## src/include/adc_ref_select_defines.vh

```
`ifndef ADC_REF_SELECT_DEFINES_VH
`define ADC_REF_SELECT_DEFINES_VH
// Register offsets on the plain register port.
`define ADDR_AMP_REF_CONTROL 4'h0
`define ADDR_BANDGAP_CONTROL 4'h1
`define ADDR_ADC_CONTROL_FIRST 4'h2
`define ADDR_ADC_CONTROL_SECOND 4'h3
`define ADDR_PIN_FUNCTION_SELECT 4'h4
`define ADDR_PIN_PULLUP 4'h5
`define ADDR_PIN_DIRECTION 4'h6
`define ADDR_PIN_OUTPUT 4'h7
`define ADDR_ANALOG_STATUS 4'h8
// Field positions in the amplifier and reference control register.
`define AMP_ENABLE_BIT 7
`define AMP_INPUT_SOURCE_BIT 4
`define REF_SOURCE_HI 3
`define REF_SOURCE_LO 2
`define AMP_GAIN_HI 1
`define AMP_GAIN_LO 0
`define AMP_REF_WRITE_MASK 8'h9F
// Bandgap control register.
`define BANDGAP_ENABLE_BIT 0
`define BANDGAP_WRITE_MASK 8'h01
// Input source field in the second control register, channel field in the first.
`define INPUT_SOURCE_HI 7
`define INPUT_SOURCE_LO 4
`define CHANNEL_HI 3
`define CHANNEL_LO 0
// Reset values.
`define AMP_REF_RESET 8'h00
`define BANDGAP_RESET 8'h00
`define CONTROL_RESET 8'h00
`define PIN_REG_RESET 16'h0000
// Internal signal select codes, binary-coded on the converter mux.
`define INT_SEL_SUPPLY 3'h1
`define INT_SEL_SUPPLY_HALF 3'h2
`define INT_SEL_SUPPLY_QUARTER 3'h3
`define INT_SEL_AMP 3'h4
`define INT_SEL_AMP_HALF 3'h5
`define INT_SEL_AMP_QUARTER 3'h6
`define INT_SEL_GROUND 3'h7
`define INT_SEL_NONE 3'h0
`endif

```

## src/rtl/input_source_decode.v

```verilog
`timescale 1ns/100ps
`default_nettype none
`include "adc_ref_select_defines.vh"
// Decodes the input source and channel fields into the converter input selects.
module input_source_decode (
	input wire [3:0] input_source, // Input source field.
	input wire [3:0] channel, // External channel field.
	output reg [15:0] channel_onehot, // External channel switch enables.
	output reg [2:0] internal_sel // Internal signal select code, zero when external.
);
	// External sources never share the node with an internal one.
	always @* begin
		channel_onehot = 16'h0000;
		internal_sel = `INT_SEL_NONE;
		case (input_source)
			4'h1: internal_sel = `INT_SEL_SUPPLY;
			4'h2: internal_sel = `INT_SEL_SUPPLY_HALF;
			4'h3: internal_sel = `INT_SEL_SUPPLY_QUARTER;
			4'h5: internal_sel = `INT_SEL_AMP;
			4'h6: internal_sel = `INT_SEL_AMP_HALF;
			4'h7: internal_sel = `INT_SEL_AMP_QUARTER;
			4'h8, 4'h9, 4'hA, 4'hB: internal_sel = `INT_SEL_GROUND;
			default: channel_onehot = 16'h0001 << channel;
		endcase
	end
endmodule
`default_nettype wire

```

## src/rtl/pin_function_override.v

```verilog
`timescale 1ns/100ps
`default_nettype none
// Forces pins that serve as analog inputs off their digital functions.
module pin_function_override #(
	parameter PINS = 16 // Number of shared pins.
) (
	input wire [PINS-1:0] analog_mode, // Pin selected as analog input.
	input wire [PINS-1:0] pullup_in, // Programmed pull-ups.
	input wire [PINS-1:0] dir_in, // Programmed direction, one is output.
	output wire [PINS-1:0] pullup_out, // Effective pull-ups.
	output wire [PINS-1:0] dir_out, // Effective output enables.
	output wire [PINS-1:0] digital_en // Digital function still attached.
);
	// An analog pin loses pull-up, driver and digital function together.
	assign pullup_out = pullup_in & ~analog_mode;
	assign dir_out = dir_in & ~analog_mode;
	assign digital_en = ~analog_mode;
endmodule
`default_nettype wire

```

## src/rtl/adc_ref_input_select.v

```verilog
`timescale 1ns/100ps
`default_nettype none
`include "adc_ref_select_defines.vh"
module adc_ref_input_select (
	input wire core_clk, // System clock, 25 MHz.
	input wire srst, // Synchronous reset, active high.
	input wire [3:0] addr, // Register address.
	input wire [15:0] wdata, // Write data.
	input wire wr_stb, // Write strobe.
	input wire rd_stb, // Read strobe.
	output reg [15:0] rdata, // Read data, valid the cycle after the strobe.
	output reg amp_power_en, // Reference amplifier power.
	output reg amp_in_pin_sw, // Reference input pin to amplifier switch.
	output reg amp_in_bandgap_sw, // Bandgap voltage to amplifier switch.
	output reg [1:0] amp_gain, // Amplifier gain code.
	output reg ref_supply_sw, // Converter supply as reference.
	output reg ref_pin_sw, // External reference pin as reference.
	output reg ref_amp_sw, // Amplifier output as reference.
	output reg bandgap_power_en, // Bandgap circuit power.
	output reg [15:0] channel_sw, // External channel switches.
	output reg [2:0] internal_sel, // Internal input select, zero when external.
	output reg [15:0] pin_pullup_en, // Effective pull-up enables.
	output reg [15:0] pin_drive_en, // Effective output drivers.
	output reg [15:0] pin_digital_en // Digital function attached.
);
	////////////////////////////////////////////////////////////////////////
	// Software registers.
	reg [7:0] amp_ref_control_reg;
	reg [7:0] bandgap_control_reg;
	reg [7:0] adc_control_first_reg;
	reg [7:0] adc_control_second_reg;
	reg [15:0] pin_analog_reg;
	reg [15:0] pin_pullup_reg;
	reg [15:0] pin_dir_reg;
	reg [15:0] rdata_next;
	wire [15:0] chan_onehot;
	wire [2:0] int_sel;
	wire [15:0] pullup_eff;
	wire [15:0] dir_eff;
	wire [15:0] digital_eff;

	// Masks keep unused positions of the amplifier and bandgap registers at zero so reads return zero there.
	// unimplemented bits zero
	always @(posedge core_clk) begin
		if (srst) begin
			amp_ref_control_reg <= `AMP_REF_RESET;
			bandgap_control_reg <= `BANDGAP_RESET;
			adc_control_first_reg <= `CONTROL_RESET;
			adc_control_second_reg <= `CONTROL_RESET;
			pin_analog_reg <= `PIN_REG_RESET;
			pin_pullup_reg <= `PIN_REG_RESET;
			pin_dir_reg <= `PIN_REG_RESET;
		end else if (wr_stb) begin
			case (addr)
				`ADDR_AMP_REF_CONTROL: begin
					amp_ref_control_reg <= wdata[7:0] & `AMP_REF_WRITE_MASK;
				end
				`ADDR_BANDGAP_CONTROL: begin
					bandgap_control_reg <= wdata[7:0] & `BANDGAP_WRITE_MASK;
				end
				`ADDR_ADC_CONTROL_FIRST: begin
					adc_control_first_reg <= wdata[7:0];
				end
				`ADDR_ADC_CONTROL_SECOND: begin
					adc_control_second_reg <= wdata[7:0];
				end
				`ADDR_PIN_FUNCTION_SELECT: begin
					pin_analog_reg <= wdata;
				end
				`ADDR_PIN_PULLUP: begin
					pin_pullup_reg <= wdata;
				end
				`ADDR_PIN_DIRECTION: begin
					pin_dir_reg <= wdata;
				end
				default: begin
				end
			endcase
		end
	end

	////////////////////////////////////////////////////////////////////////
	// Read path; unmapped addresses read zero.
	always @* begin
		rdata_next = 16'h0000;
		case (addr)
			`ADDR_AMP_REF_CONTROL: rdata_next = {8'h00, amp_ref_control_reg};
			`ADDR_BANDGAP_CONTROL: rdata_next = {8'h00, bandgap_control_reg};
			`ADDR_ADC_CONTROL_FIRST: rdata_next = {8'h00, adc_control_first_reg};
			`ADDR_ADC_CONTROL_SECOND: rdata_next = {8'h00, adc_control_second_reg};
			`ADDR_PIN_FUNCTION_SELECT: rdata_next = pin_analog_reg;
			`ADDR_PIN_PULLUP: rdata_next = pin_pullup_reg;
			`ADDR_PIN_DIRECTION: rdata_next = pin_dir_reg;
			`ADDR_PIN_OUTPUT: rdata_next = pin_drive_en;
			`ADDR_ANALOG_STATUS: rdata_next = {10'h000, internal_sel, ref_amp_sw,
				amp_in_bandgap_sw, amp_power_en};
			default: rdata_next = 16'h0000;
		endcase
	end

	// Data stand only in the cycle after the read strobe.
	always @(posedge core_clk) begin
		if (srst) begin
			rdata <= 16'h0000;
		end else if (rd_stb) begin
			rdata <= rdata_next;
		end else begin
			rdata <= 16'h0000;
		end
	end

	////////////////////////////////////////////////////////////////////////
	// Converter input decoding.
	// external channel codes
	input_source_decode u_decode (
		.input_source(adc_control_second_reg[`INPUT_SOURCE_HI:`INPUT_SOURCE_LO]),
		.channel(adc_control_first_reg[`CHANNEL_HI:`CHANNEL_LO]),
		.channel_onehot(chan_onehot),
		.internal_sel(int_sel)
	);

	// Pin overrides for analog-selected pins.
	// digital function removed
	pin_function_override #(
		.PINS(16)
	) u_override (
		.analog_mode(pin_analog_reg),
		.pullup_in(pin_pullup_reg),
		.dir_in(pin_dir_reg),
		.pullup_out(pullup_eff),
		.dir_out(dir_eff),
		.digital_en(digital_eff)
	);

	////////////////////////////////////////////////////////////////////////
	// Registered analog controls, updated on the edge after the register write.
	// The one-cycle lag keeps decode glitches off the analog switches.
	// registered analog outputs
	always @(posedge core_clk) begin
		if (srst) begin
			amp_power_en <= 1'b0;
			amp_in_pin_sw <= 1'b0;
			amp_in_bandgap_sw <= 1'b0;
			amp_gain <= 2'h0;
			ref_supply_sw <= 1'b0;
			ref_pin_sw <= 1'b0;
			ref_amp_sw <= 1'b0;
			bandgap_power_en <= 1'b0;
			channel_sw <= 16'h0000;
			internal_sel <= 3'h0;
			pin_pullup_en <= 16'h0000;
			pin_drive_en <= 16'h0000;
			pin_digital_en <= 16'h0000;
		end else begin
			amp_power_en <= amp_ref_control_reg[`AMP_ENABLE_BIT];
			amp_in_bandgap_sw <= amp_ref_control_reg[`AMP_INPUT_SOURCE_BIT];
			amp_in_pin_sw <= ~amp_ref_control_reg[`AMP_INPUT_SOURCE_BIT];
			amp_gain <= amp_ref_control_reg[`AMP_GAIN_HI:`AMP_GAIN_LO];
			ref_amp_sw <= amp_ref_control_reg[`REF_SOURCE_HI];
			ref_supply_sw <= (amp_ref_control_reg[`REF_SOURCE_HI:`REF_SOURCE_LO] == 2'h0);
			// external pin only for code 01
			ref_pin_sw <= (amp_ref_control_reg[`REF_SOURCE_HI:`REF_SOURCE_LO] == 2'h1);
			bandgap_power_en <= bandgap_control_reg[`BANDGAP_ENABLE_BIT];
			channel_sw <= chan_onehot;
			internal_sel <= int_sel;
			pin_pullup_en <= pullup_eff;
			pin_drive_en <= dir_eff;
			pin_digital_en <= digital_eff;
		end
	end
endmodule
`default_nettype wire

```

## config.mk

```make
export PLATFORM = sky130hd
export DESIGN_NAME = adc_ref_input_select
export DESIGN_NICKNAME = d
export VERILOG_FILES = /design/src/rtl/input_source_decode.v /design/src/rtl/pin_function_override.v /design/src/rtl/adc_ref_input_select.v
export VERILOG_INCLUDE_DIRS = /design/src /design/src/include
export SDC_FILE = /design/constraint.sdc
export NUM_CORES = 1
export LEC_CHECK = 0
export BUFFER_PORTS_ARGS = -buffer_cell sky130_fd_sc_hd__buf_4
export CAP_MARGIN = 20
export CORE_MARGIN = 1.5
export CORE_UTILIZATION = 55
export DETAILED_ROUTE_END_ITERATION = 10
export GPL_TIMING_DRIVEN = 0
export PLACE_DENSITY_LB_ADDON = 0.12
export SLEW_MARGIN = 20
export SYNTH_ARGS = -nofsm -noshare
export SYNTH_HDL_FRONTEND = slang
export SYNTH_HIERARCHICAL = 1
export SYNTH_SLANG_ARGS = --single-unit
```

## constraint.sdc

```tcl
create_clock -name core_clk -period 4.2 [get_ports core_clk]
set_input_delay 0.63 -clock core_clk [delete_from_list [all_inputs] [get_ports core_clk]]
set_output_delay 0.63 -clock core_clk [all_outputs]
set_load 0.03 [all_outputs]
```

# --- Word-level counts from Yosys, hierarchy flattened ---
# Cells that the tools add are included.
word_totals:
  regBits: 163
  latchBits: 0
  ramBits: 0
  mem_bits_ro: 0
  in_bits: 24
  output_inout_bits: 92
  wordCells: 60
  n_memories: 0
classes:
  n_addsub: 0
  n_mul: 0
  n_div: 0
  magnitude_cmp: 0
  n_eq_ne: 19
  shift: 1
  muxes: 2
  n_bitwise: 5
  n_reduce_logical: 12
op_table:
  columns: ["operator", "n"]
  rows:
  - ["$pmux W16 S9", 1]
  - ["$and A16 B16 Y16", 2]
  - ["$eq A4 B3 Y1 const B", 7]
  - ["$pmux W3 S7", 1]
  - ["$eq A4 B4 Y1 const B", 5]
  - ["$eq A4 B2 Y1 const B", 4]
  - ["$not A16 Y16", 1]
  - ["$shl A1 B4 Y16 const A", 1]
  - ["$reduce_and A2 Y1", 7]
  - ["$reduce_or A11 Y1", 1]
  - ["$eq A4 B1 Y1 const B", 2]
  - ["$logic_not A4 Y1", 1]
  - ["$reduce_or A4 Y1", 1]
  - ["$eq A2 B1 Y1 const B", 1]
  - ["$logic_not A2 Y1", 1]
  - ["$not A1 Y1", 2]
  - ["$reduce_or A2 Y1", 1]

# --- Longest topological paths before layout ---
# Gate-level depths: netlist of run 1.
logic_depth:
  depth_word: 3
  depth_mapped: 7
  ltp_nobuf: 4

# --- Hierarchy ---
# The synthesis of run 1 kept the hierarchy.
modules_own_cells:
  columns: ["mod", "n_inst", "cells_per_inst", "area_each_um2", "seq_area_each_um2"]
  rows:
  - ["adc_ref_input_select", 1, 611, 5820.6, 3263.1]
  - ["input_source_decode", 1, 37, 262.8, 0.0]
  - ["pin_function_override", 1, 48, 260.2, 0.0]

# --- Worst setup path after synthesis of run 1 ---
# OpenSTA, ideal clock, no wires.
synth_path:
  path_kind: "input port to flip-flop"
  start: "input port addr[0]"
  end: "register rdata[5]"
  setup_time_ps: 120
  arrival_time_ps: 1685
  t_required_ps: 4080
  setup_slack_ps: 2395
  cell_stages: 6
  path_buffers: 2
  cell_sequence: "buf_2 -> buf_2 -> mux2_2 -> a22o_1 -> a2bb2oi_1 -> a21oi_1"
synth_via:
  elab_chain_cells: 2
  word_cells_on_any_way: 10
  classes_between: "eq/ne (8); mux (1); reduce/logical (1)"
synth_rtl:
  columns: ["item", "line_no", "source"]
  rows:
  - ["from (decl)", "adc_ref_input_select.v:7", "input wire [3:0] addr,"]
  - ["$eq A4 B4 Y1 (tied with other cells)", "adc_ref_input_select.v:86", "case (addr)"]
  - ["$pmux W16 S9 (*)", "adc_ref_input_select.v:86", null]
  - ["to (signal assigned)", "adc_ref_input_select.v:106", "rdata <= rdata_next;"]
  - ["to (decl)", "adc_ref_input_select.v:11", "output reg [15:0] rdata,"]
# Mark *: on every way between the ends. The rest lies on a longest branch, timed or not.
# A chain may end at the register's enable or synchronous reset.

# --- Final worst setup path of run 1 ---
layout_path:
  start: "input port addr[0]"
  end: "register rdata[4]"
# Same word-level chain as after synthesis.

==> results_dict.tcl, run 1 <==
set metrics [dict create \
    p_per_area_nw_per_um2 411 \
    clkLatencyLatePin_ns 0.43 \
    clock.fmax_mhz 542 \
    area_growth_pct 24.9 \
    syn_inst 696 \
    reg2regPathDepth 5 \
    tritoncts "done" \
    drc 0 \
    rsz0062_at_grt "no" \
    synth_commonest_cells "163 x dfxtp_1, 128 x nand2_1, 112 x nor2b_1, 69 x a21oi_1, 29 x mux2i_1" \
    routed-via-count 5454 \
    path_class "primary input to register" \
    slew_headroom 0.418 \
    min_from "adc_control_first_reg[6]" \
    die_width_um 110 \
    leakage_nw 3.15 \
    setup_slack_ns 2.36 \
    finalCritPeriodShare 0.439 \
    setup_viol 0 \
    cts_htree_levels 4 \
    synth_top_area_cell "dfxtp_1" \
    first_pass_iters 7 \
    antenna_left 0 \
    gp_congestion 0.969 \
    maxCapViolations 0 \
    syn_nets 720 \
    ios 116 \
    die_area_um2 12200 \
    ys.flop_type "dfxtp_1" \
    antennaDiodeCount 0 \
    yosysTopAreaCellShare 0.514 \
    drt_first_iter_violations 431 \
    fillers 910 \
    synthDistinctLibCells 49 \
    dp_hpwl_um 13300 \
    clock-sinks 163 \
    crit_fanout 10 \
    die_y_um 110 \
    finalNetCount 853 \
    cts-root-buf "clkbuf_16" \
    fin_tns_setup_ns 0 \
    numCtsBuffers 17 \
    grt_use_total 0.317 \
    synthArstFlopShare 0 \
    timing.rr.end "channel_sw[13]" \
    ys_warn_count 6 \
    clock_tree.buffer_depth 2 \
    ys_ff_latch 163 \
    post-route-min-period_ns 1.84 \
    finalHoldViolations 0 \
    grt_pass1_wl_um 27800 \
    tightest_slew_ns 0.872 \
    start_kind "primary input" \
    synth.cell_area_um2 6340 \
    run_status "complete, no violations" \
    wl_um 18700 \
    required_ns 4.50 \
    yosys.cell_count.top_type "dfxtp_1" \
    met1_length_um 7820 \
    initial_utilization 0.560 \
    post_cts_buffers 0 \
    clk_pin_slew_ns 0.06 \
    min_to "adc_control_first_reg[6]" \
    hold_path.class "register to register" \
    syn_area_per_cell_um2 9.11 \
    antenna_found_initial 0 \
    grt_max_degree 17 \
    drv_slew 0 \
    top_layer "met4" \
    multi_input_area_um2 2780 \
    portBuffers 114 \
    hold_depth 2 \
    vias_per_cell 5.54 \
    cts_hold_buf 0 \
    rows 39 \
    core_um2 11300 \
    wl_per_cell_um 19.0 \
    wl_met3_um 1550 \
    place_ws_ns 1.92 \
    reg2reg_from "adc_control_second_reg[7]" \
    yosys-top-cells-area "dfxtp_1 51%, nor2b_1 11%, nand2_1 7.6%, a21oi_1 5.4%, mux2i_1 4.6%" \
    synth_edf_count 0 \
    setup.reg_to_reg.worst_slack_ns 2.59 \
    regArea_um2 3260 \
    first_global_vias 5061 \
    grt_overflow 0 \
    peakVddDrop_mv 0.381 \
    drive_above_1_share 0.220 \
    worstSetupEndpointType "register" \
    cts_resized 0 \
    wl_met2_um 8910 \
    finClkSkew_ns 0.00719 \
    ys_seq_area_frac 0.514 \
    worst_ep_arrival_time_ns 2.14 \
]
[power breakdown]
group	total (mW)	internal (mW)	switching (mW)
Clock	1.45	0.840	0.610
Sequential	1.58	1.57	0.0141
Combinational	0.224	0.0741	0.150
Total	3.26	2.48	0.774
[final cells by class]
| type | count | share of cell area |
|---|---|---|
| repair buffers | 114 | 0.108 |
| inverters | 18 | 0.00853 |
| flip-flops and latches | 163 | 0.412 |
| clock buffers | 22 | 0.0586 |
| plain buffers | 44 | 0.0300 |
| clock inverters | 9 | 0.0104 |
| multi-input cells | 471 | 0.350 |
| well taps | 143 | 0.0226 |
[layer usage]
| metal | track usage | vias to the layer above |
|---|---|---|
| li1 | - | 2591 |
| met3 | 0.0664 | 40 |
| met4 | 0.130 | 0 |
| met2 | 0.502 | 266 |
| met1 | 0.421 | 2557 |
| met5 | 0 | - |
[worst max-delay path, stage by stage]
cell,delay (ns)
buf_2,0.18
buf_2,0.31
nor3_1,0.13
o21ai_1,0.43
buf_2,0.37
a21oi_1,0.09
[how the worst max path moves through the flow]
stage / startpoint / endpoint / slack (ns) / cells after the start
final: addr[0] / rdata[4] / 2.36 / 6
after global routing: addr[0] / rdata[14] / 2.32 / 6
after CTS: addr[0] / rdata[4] / 2.38 / 6
after detailed placement: addr[0] / rdata[4] / 1.92 / 6
after global placement: addr[0] / rdata[4] / 1.95 / 6
after floorplan: addr[0] / rdata[5] / 2.40 / 6
[metrics by stage]
| stage | hold slack, ns | power, mW | cell area (µm²) | utilization | instances |
|---|---|---|---|---|---|
| after floorplan | 0.419 | 1.74 | 6340 | - | 696 |
| after global placement | 0.445 | 1.83 | 7380 | 0.652 | 953 |
| after detailed placement | 0.450 | 1.84 | 7380 | 0.652 | 953 |
| after CTS | 0.458 | 3.26 | 7930 | 0.700 | 984 |
| after global routing | 0.466 | 3.35 | 7930 | 0.700 | 984 |
| final | 0.456 | 3.26 | 7930 | 0.700 | 984 |
[logic make-up (layout without fill, tap and decap cells)]
group           Yosys count  after routing  share of synthesized area
mux                      39             39                     0.0694
simple gates            312            312                      0.249
compound gates          120            120                      0.119
buf+inv                  62            207                     0.0481
flops                   163            163                      0.514
[cells in the final DEF (no fill, tap or decap), types with 17 or more instances in the layout]
master and count:
a21oi_1 69, buf_4 118, clkbuf_1 19, clkbuf_16 17
dfxtp_1 163, inv_1 18, mux2i_1 29, nand2_1 128
nand3_1 23, nor2_1 20, nor2b_1 112
Power figures use the tool's default switching activity.
==> inputs of run 2 (changes only) <==
Settings changed: ABC_AREA from default to 1, CORE_UTILIZATION 55 to 50.
Clock period 4.2 ns to 1.6 ns, I/O delays scaled along.
==> results_dict.tcl, run 2 <==
set metrics [dict create \
    finClkSkew_ns 0.00988 \
    clk_pin_slew_ns 0.06 \
    slew_headroom 0.517 \
    grt_overflow 0 \
    rsz0062_at_grt "no" \
    crit_fanout 10 \
    numCtsBuffers 17 \
    dp_hpwl_um 12000 \
    portBuffers 113 \
    fin_tns_setup_ns 0 \
    wl_um 17200 \
    ys_ff_latch 163 \
    multi_input_area_um2 2230 \
    peakVddDrop_mv 0.564 \
    dp.cells 1164 \
    core_um2 12500 \
    hold_depth 3 \
    cts_hold_buf 0 \
    antenna_left 0 \
    grt_max_degree 17 \
    run_status "complete, no violations" \
    ys_seq_area_frac 0.511 \
    drive_above_1_share 0.181 \
    cts_htree_levels 4 \
    synth_edf_count 0 \
    ys.flop_type "dfxtp_1" \
    drc 0 \
    required_ns 1.87 \
    drt_first_iter_violations 498 \
    yosys-top-cells-area "dfxtp_1 51%, inv_1 11%, nor2_1 9.1%, a21oi_1 6.1%, nand3_1 5.0%" \
    layout_common_cells "181 x inv_1, 163 x dfxtp_1, 155 x nor2_1" \
    first_global_vias 5192 \
    yosys.cell_count.top_type "inv_1" \
    worstSetupEndpointType "register" \
    routed-via-count 5876 \
    area_growth_pct 26.3 \
    ios 116 \
    reg2regPathDepth 6 \
    setup_slack_ns 0.188 \
    tightest_slew_ns 0.724 \
    die_y_um 116 \
    post_cts_buffers 0 \
    finalCritPeriodShare 0.882 \
    syn_area_per_cell_um2 7.26 \
    start_kind "primary input" \
    drv_slew 0 \
    hold_path.class "primary input to register" \
    initial_utilization 0.510 \
    maxCapViolations 0 \
    clkLatencyLatePin_ns 0.43 \
    synth_commonest_cells "181 x inv_1, 163 x dfxtp_1, 155 x nor2_1, 82 x nand2_1, 78 x a21oi_1" \
    cts_resized 0 \
    antennaDiodeCount 0 \
    path_class "primary input to register" \
    first_pass_iters 6 \
    die_area_um2 13500 \
    antenna_found_initial 0 \
    grt_pass1_wl_um 26600 \
    ys_warn_count 6 \
    gp_congestion 0.880 \
    clock.fmax_mhz 708 \
    synth.cell_area_um2 6380 \
    stdcell_count 1195 \
    place_ws_ns -0.259 \
    yosysTopAreaCellShare 0.511 \
    layout_commonest_cell "inv_1" \
    worst_ep_arrival_time_ns 1.69 \
    wl_per_cell_um 14.4 \
    p_per_area_nw_per_um2 1120 \
    die_width_um 116 \
    syn_inst 879 \
    synth_top_area_cell "dfxtp_1" \
    holdWs_ns 0.0890 \
    tritoncts "done" \
    setup_viol 0 \
    rows 41 \
    syn_nets 903 \
    cts-root-buf "clkbuf_16" \
    leakage_nw 3.43 \
    finalNetCount 1035 \
    post-route-min-period_ns 1.41 \
    clock-sinks 163 \
    synthArstFlopShare 0 \
    grt_use_total 0.264 \
    fillers 1187 \
    vias_per_cell 4.92 \
    synthDistinctLibCells 23 \
    clock_tree.buffer_depth 2 \
    regArea_um2 3260 \
    finalHoldViolations 0 \
]
[run 2: per-layer routing]
metal  GRT usage  share of wire  routed length, µm  up-vias
li1            -              -                  -     2969
met1       0.358           0.45               7820     2649
met2       0.405           0.45               7680      217
met3      0.0502          0.068               1160       41
met4       0.128          0.031                532        0
met5           0              0                  0        -
[run 2: stage by stage]
stage / total power, mW / instance area, µm² / util
floorplan: 4.61 / 6380 / -
finish: 9.06 / 8060 / 0.644
global placement: 4.85 / 7450 / 0.595
global route: 9.32 / 8060 / 0.644
detailed placement: 4.86 / 7450 / 0.595
CTS: 9.07 / 8060 / 0.644
[run 2: worst paths after layout]
| kind | startpoint | end | slack (ns) |
|---|---|---|---|
| setup / recovery | srst | rdata[6] | 0.19 |
| hold / removal | wdata[14] | pin_pullup_reg[14] | 0.09 |
| setup reg to reg | adc_control_first_reg[2] | channel_sw[10] | 0.41 |
| hold reg to reg | amp_ref_control_reg[4] | amp_in_pin_sw | 0.44 |
[run 2: kinds of logic (layout without fill, tap and decap cells)]
kind of cell,after synthesis,in the layout,share of synthesized area
buf+inv,227,371,0.139
simple gates,339,339,0.230
flops,163,163,0.511
compound gates,150,150,0.120
[run 2: area by class of cell]
cell class | instances | area share
timing repair buffer | 113 | 0.105
clock buffer | 21 | 0.0571
clock inverter | 10 | 0.0194
sequential | 163 | 0.405
tap | 172 | 0.0267
inverter | 185 | 0.0863
buffer | 42 | 0.0236
multi-input combinational | 489 | 0.277
[run 2: power by group]
part | switching, mW | total, mW | internal, mW
Sequential | 0.0414 | 4.18 | 4.14
Combinational | 0.416 | 0.596 | 0.180
Clock | 1.61 | 4.29 | 2.67
Total | 2.07 | 9.06 | 6.99
[run 2: worst max-delay path, cell delays in order]
cell and delay [ns]:
clkbuf_1 0.27, inv_1 0.17, nand2_1 0.29, clkbuf_1 0.53
nor2_1 0.18
==> inputs of run 3 (changes only) <==
Settings changed: GPL_TIMING_DRIVEN 0 to default.
==> results_dict.tcl, run 3 (synthesized netlist as in run 2, its figures left out) <==
set metrics [dict create \
    drt_first_iter_violations 356 \
    stdcell_count 1186 \
    grt_overflow 0 \
    maxCapViolations 0 \
    wl_met2_um 7180 \
    numCtsBuffers 17 \
    finClkSkew_ns 0.00744 \
    holdWs_ns 0.100 \
    run_status "complete, no violations" \
    dpl_cell_area_um2 7550 \
    antennaDiodeCount 0 \
    clock-sinks 163 \
    setup_viol 0 \
    swShare 0.228 \
    power_mw 9.16 \
    clk_pin_slew_ns 0.06 \
    cts_hold_buf 0 \
    clock_tree.buffer_depth 2 \
    fin_tns_setup_ns 0 \
    worstSetupEndpointType "output port" \
    worst_ep_arrival_time_ns 1.00 \
    vias_per_cell 4.82 \
    post-route-min-period_ns 1.24 \
    power.internal_mw 7.08 \
    setup.reg_to_reg.worst_slack_ns 0.40 \
    min_from "wdata[12]" \
    clkLatencyLatePin_ns 0.43 \
    die_y_um 116 \
    wl_um 15800 \
    initial_utilization 0.510 \
    tritoncts "done" \
    first_global_vias 5067 \
    crit_fanout 2 \
    slew_headroom 0.696 \
    portBuffers 115 \
    timing.rr.end "channel_sw[2]" \
    min_to "pin_pullup_reg[12]" \
    drv_slew 0 \
    wl_met3_um 986 \
    path_cells "buf_4" \
    drc 0 \
    clock.fmax_mhz 807 \
    finalCritPeriodShare 0.774 \
    grt_max_degree 98 \
    top_layer "met4" \
    p_comb_frac 0.065 \
    wl_per_cell_um 13.4 \
    leakage_nw 3.50 \
    max_stage_delay_ns 0.39 \
    hold_depth 3 \
    required_ns 1.36 \
    hold_path.class "primary input to register" \
    critPathBufInv 1 \
    routed-via-count 5719 \
    cp_top_family "flip-flops" \
    dp.cells 1154 \
    p_per_area_nw_per_um2 1120 \
    layout_commonest_cell "inv_1" \
    reg2regPathDepth 6 \
    gp_congestion 0.860 \
    cts-root-buf "clkbuf_16" \
    finalHoldViolations 0 \
    grt_use_total 0.246 \
    post_cts_buffers 0 \
    finalNetCount 1025 \
    rows 41 \
    rsz0062_at_grt "no" \
    cpMaxStageDelayCell "dfxtp_1" \
    dp_hpwl_um 10500 \
    core_um2 12500 \
    p_clk_frac 0.479 \
    path_class "register to output port" \
    cts_htree_levels 4 \
    die_width_um 116 \
    start_kind "register" \
    first_pass_iters 5 \
    peakVddDrop_mv 0.860 \
    tightest_slew_ns 0.457 \
    fin_area_um2 8190 \
    antenna_left 0 \
    reg2reg_from "adc_control_second_reg[7]" \
    die_area_um2 13500 \
    grt_pass1_wl_um 25400 \
    cts_resized 0 \
    layout_common_cells "181 x inv_1, 163 x dfxtp_1, 155 x nor2_1" \
    power.switching_mw 2.09 \
    ios 116 \
    antenna_found_initial 0 \
    met1_length_um 7350 \
    area_growth_pct 28.3 \
    drive_above_1_share 0.198 \
    p_seq_frac 0.457 \
]
## run 3: cell count changes in the layout (fill, tap and decap cells not counted)
cell and delta:
clkbuf_8 +1, clkbuf_1 -25, buf_12 +4, buf_4 +27
buf_6 -1, clkinvlp_4 +3, clkinv_2 -2, inv_6 +1
buf_2 -17
## run 3: cell type report
cell class                 count  area [µm²]
timing repair buffer         145        1140
clock buffer                  20         467
sequential                   163        3260
multi-input combinational    489        2230
tap                          172         215
inverter                     185         696
fill                        1155        4330
clock inverter                12         178
## run 3: how the worst max path moves through the flow
stage	startpoint	end	slack, ns	depth (start not counted)
floorplan	srst	amp_gain[0]	0.39	4
CTS	internal_sel[0]	internal_sel[0]	0.33	1
global placement	addr[2]	rdata[9]	0.06	8
detailed placement	addr[2]	rdata[15]	-0.01	8
global route	addr[2]	rdata[14]	0.25	8
finish	internal_sel[0]	internal_sel[0]	0.36	1
## run 3: through the flow
step,setup WS [ns],utilization
after floorplan,0.390,-
after global placement,0.0616,0.603
after detailed placement,-0.0139,0.603
after CTS,0.335,0.654
after global routing,0.255,0.654
final,0.362,0.654
## run 3: power by group through the flow
| stage | sequential, mW | clock [mW] | combinational (mW) |
|---|---|---|---|
| global route | 4.19 | 4.63 | 0.647 |
| finish | 4.18 | 4.39 | 0.593 |
| global placement | 4.27 | 0 | 0.585 |
| CTS | 4.18 | 4.44 | 0.594 |
| detailed placement | 4.27 | 0 | 0.590 |
| floorplan | 4.35 | 0 | 0.252 |
## run 3: routing by layer
layer,GRT usage,vias up
met2,0.382,176
met5,0,-
met3,0.0450,23
li1,-,2949
met1,0.340,2571
met4,0.101,0
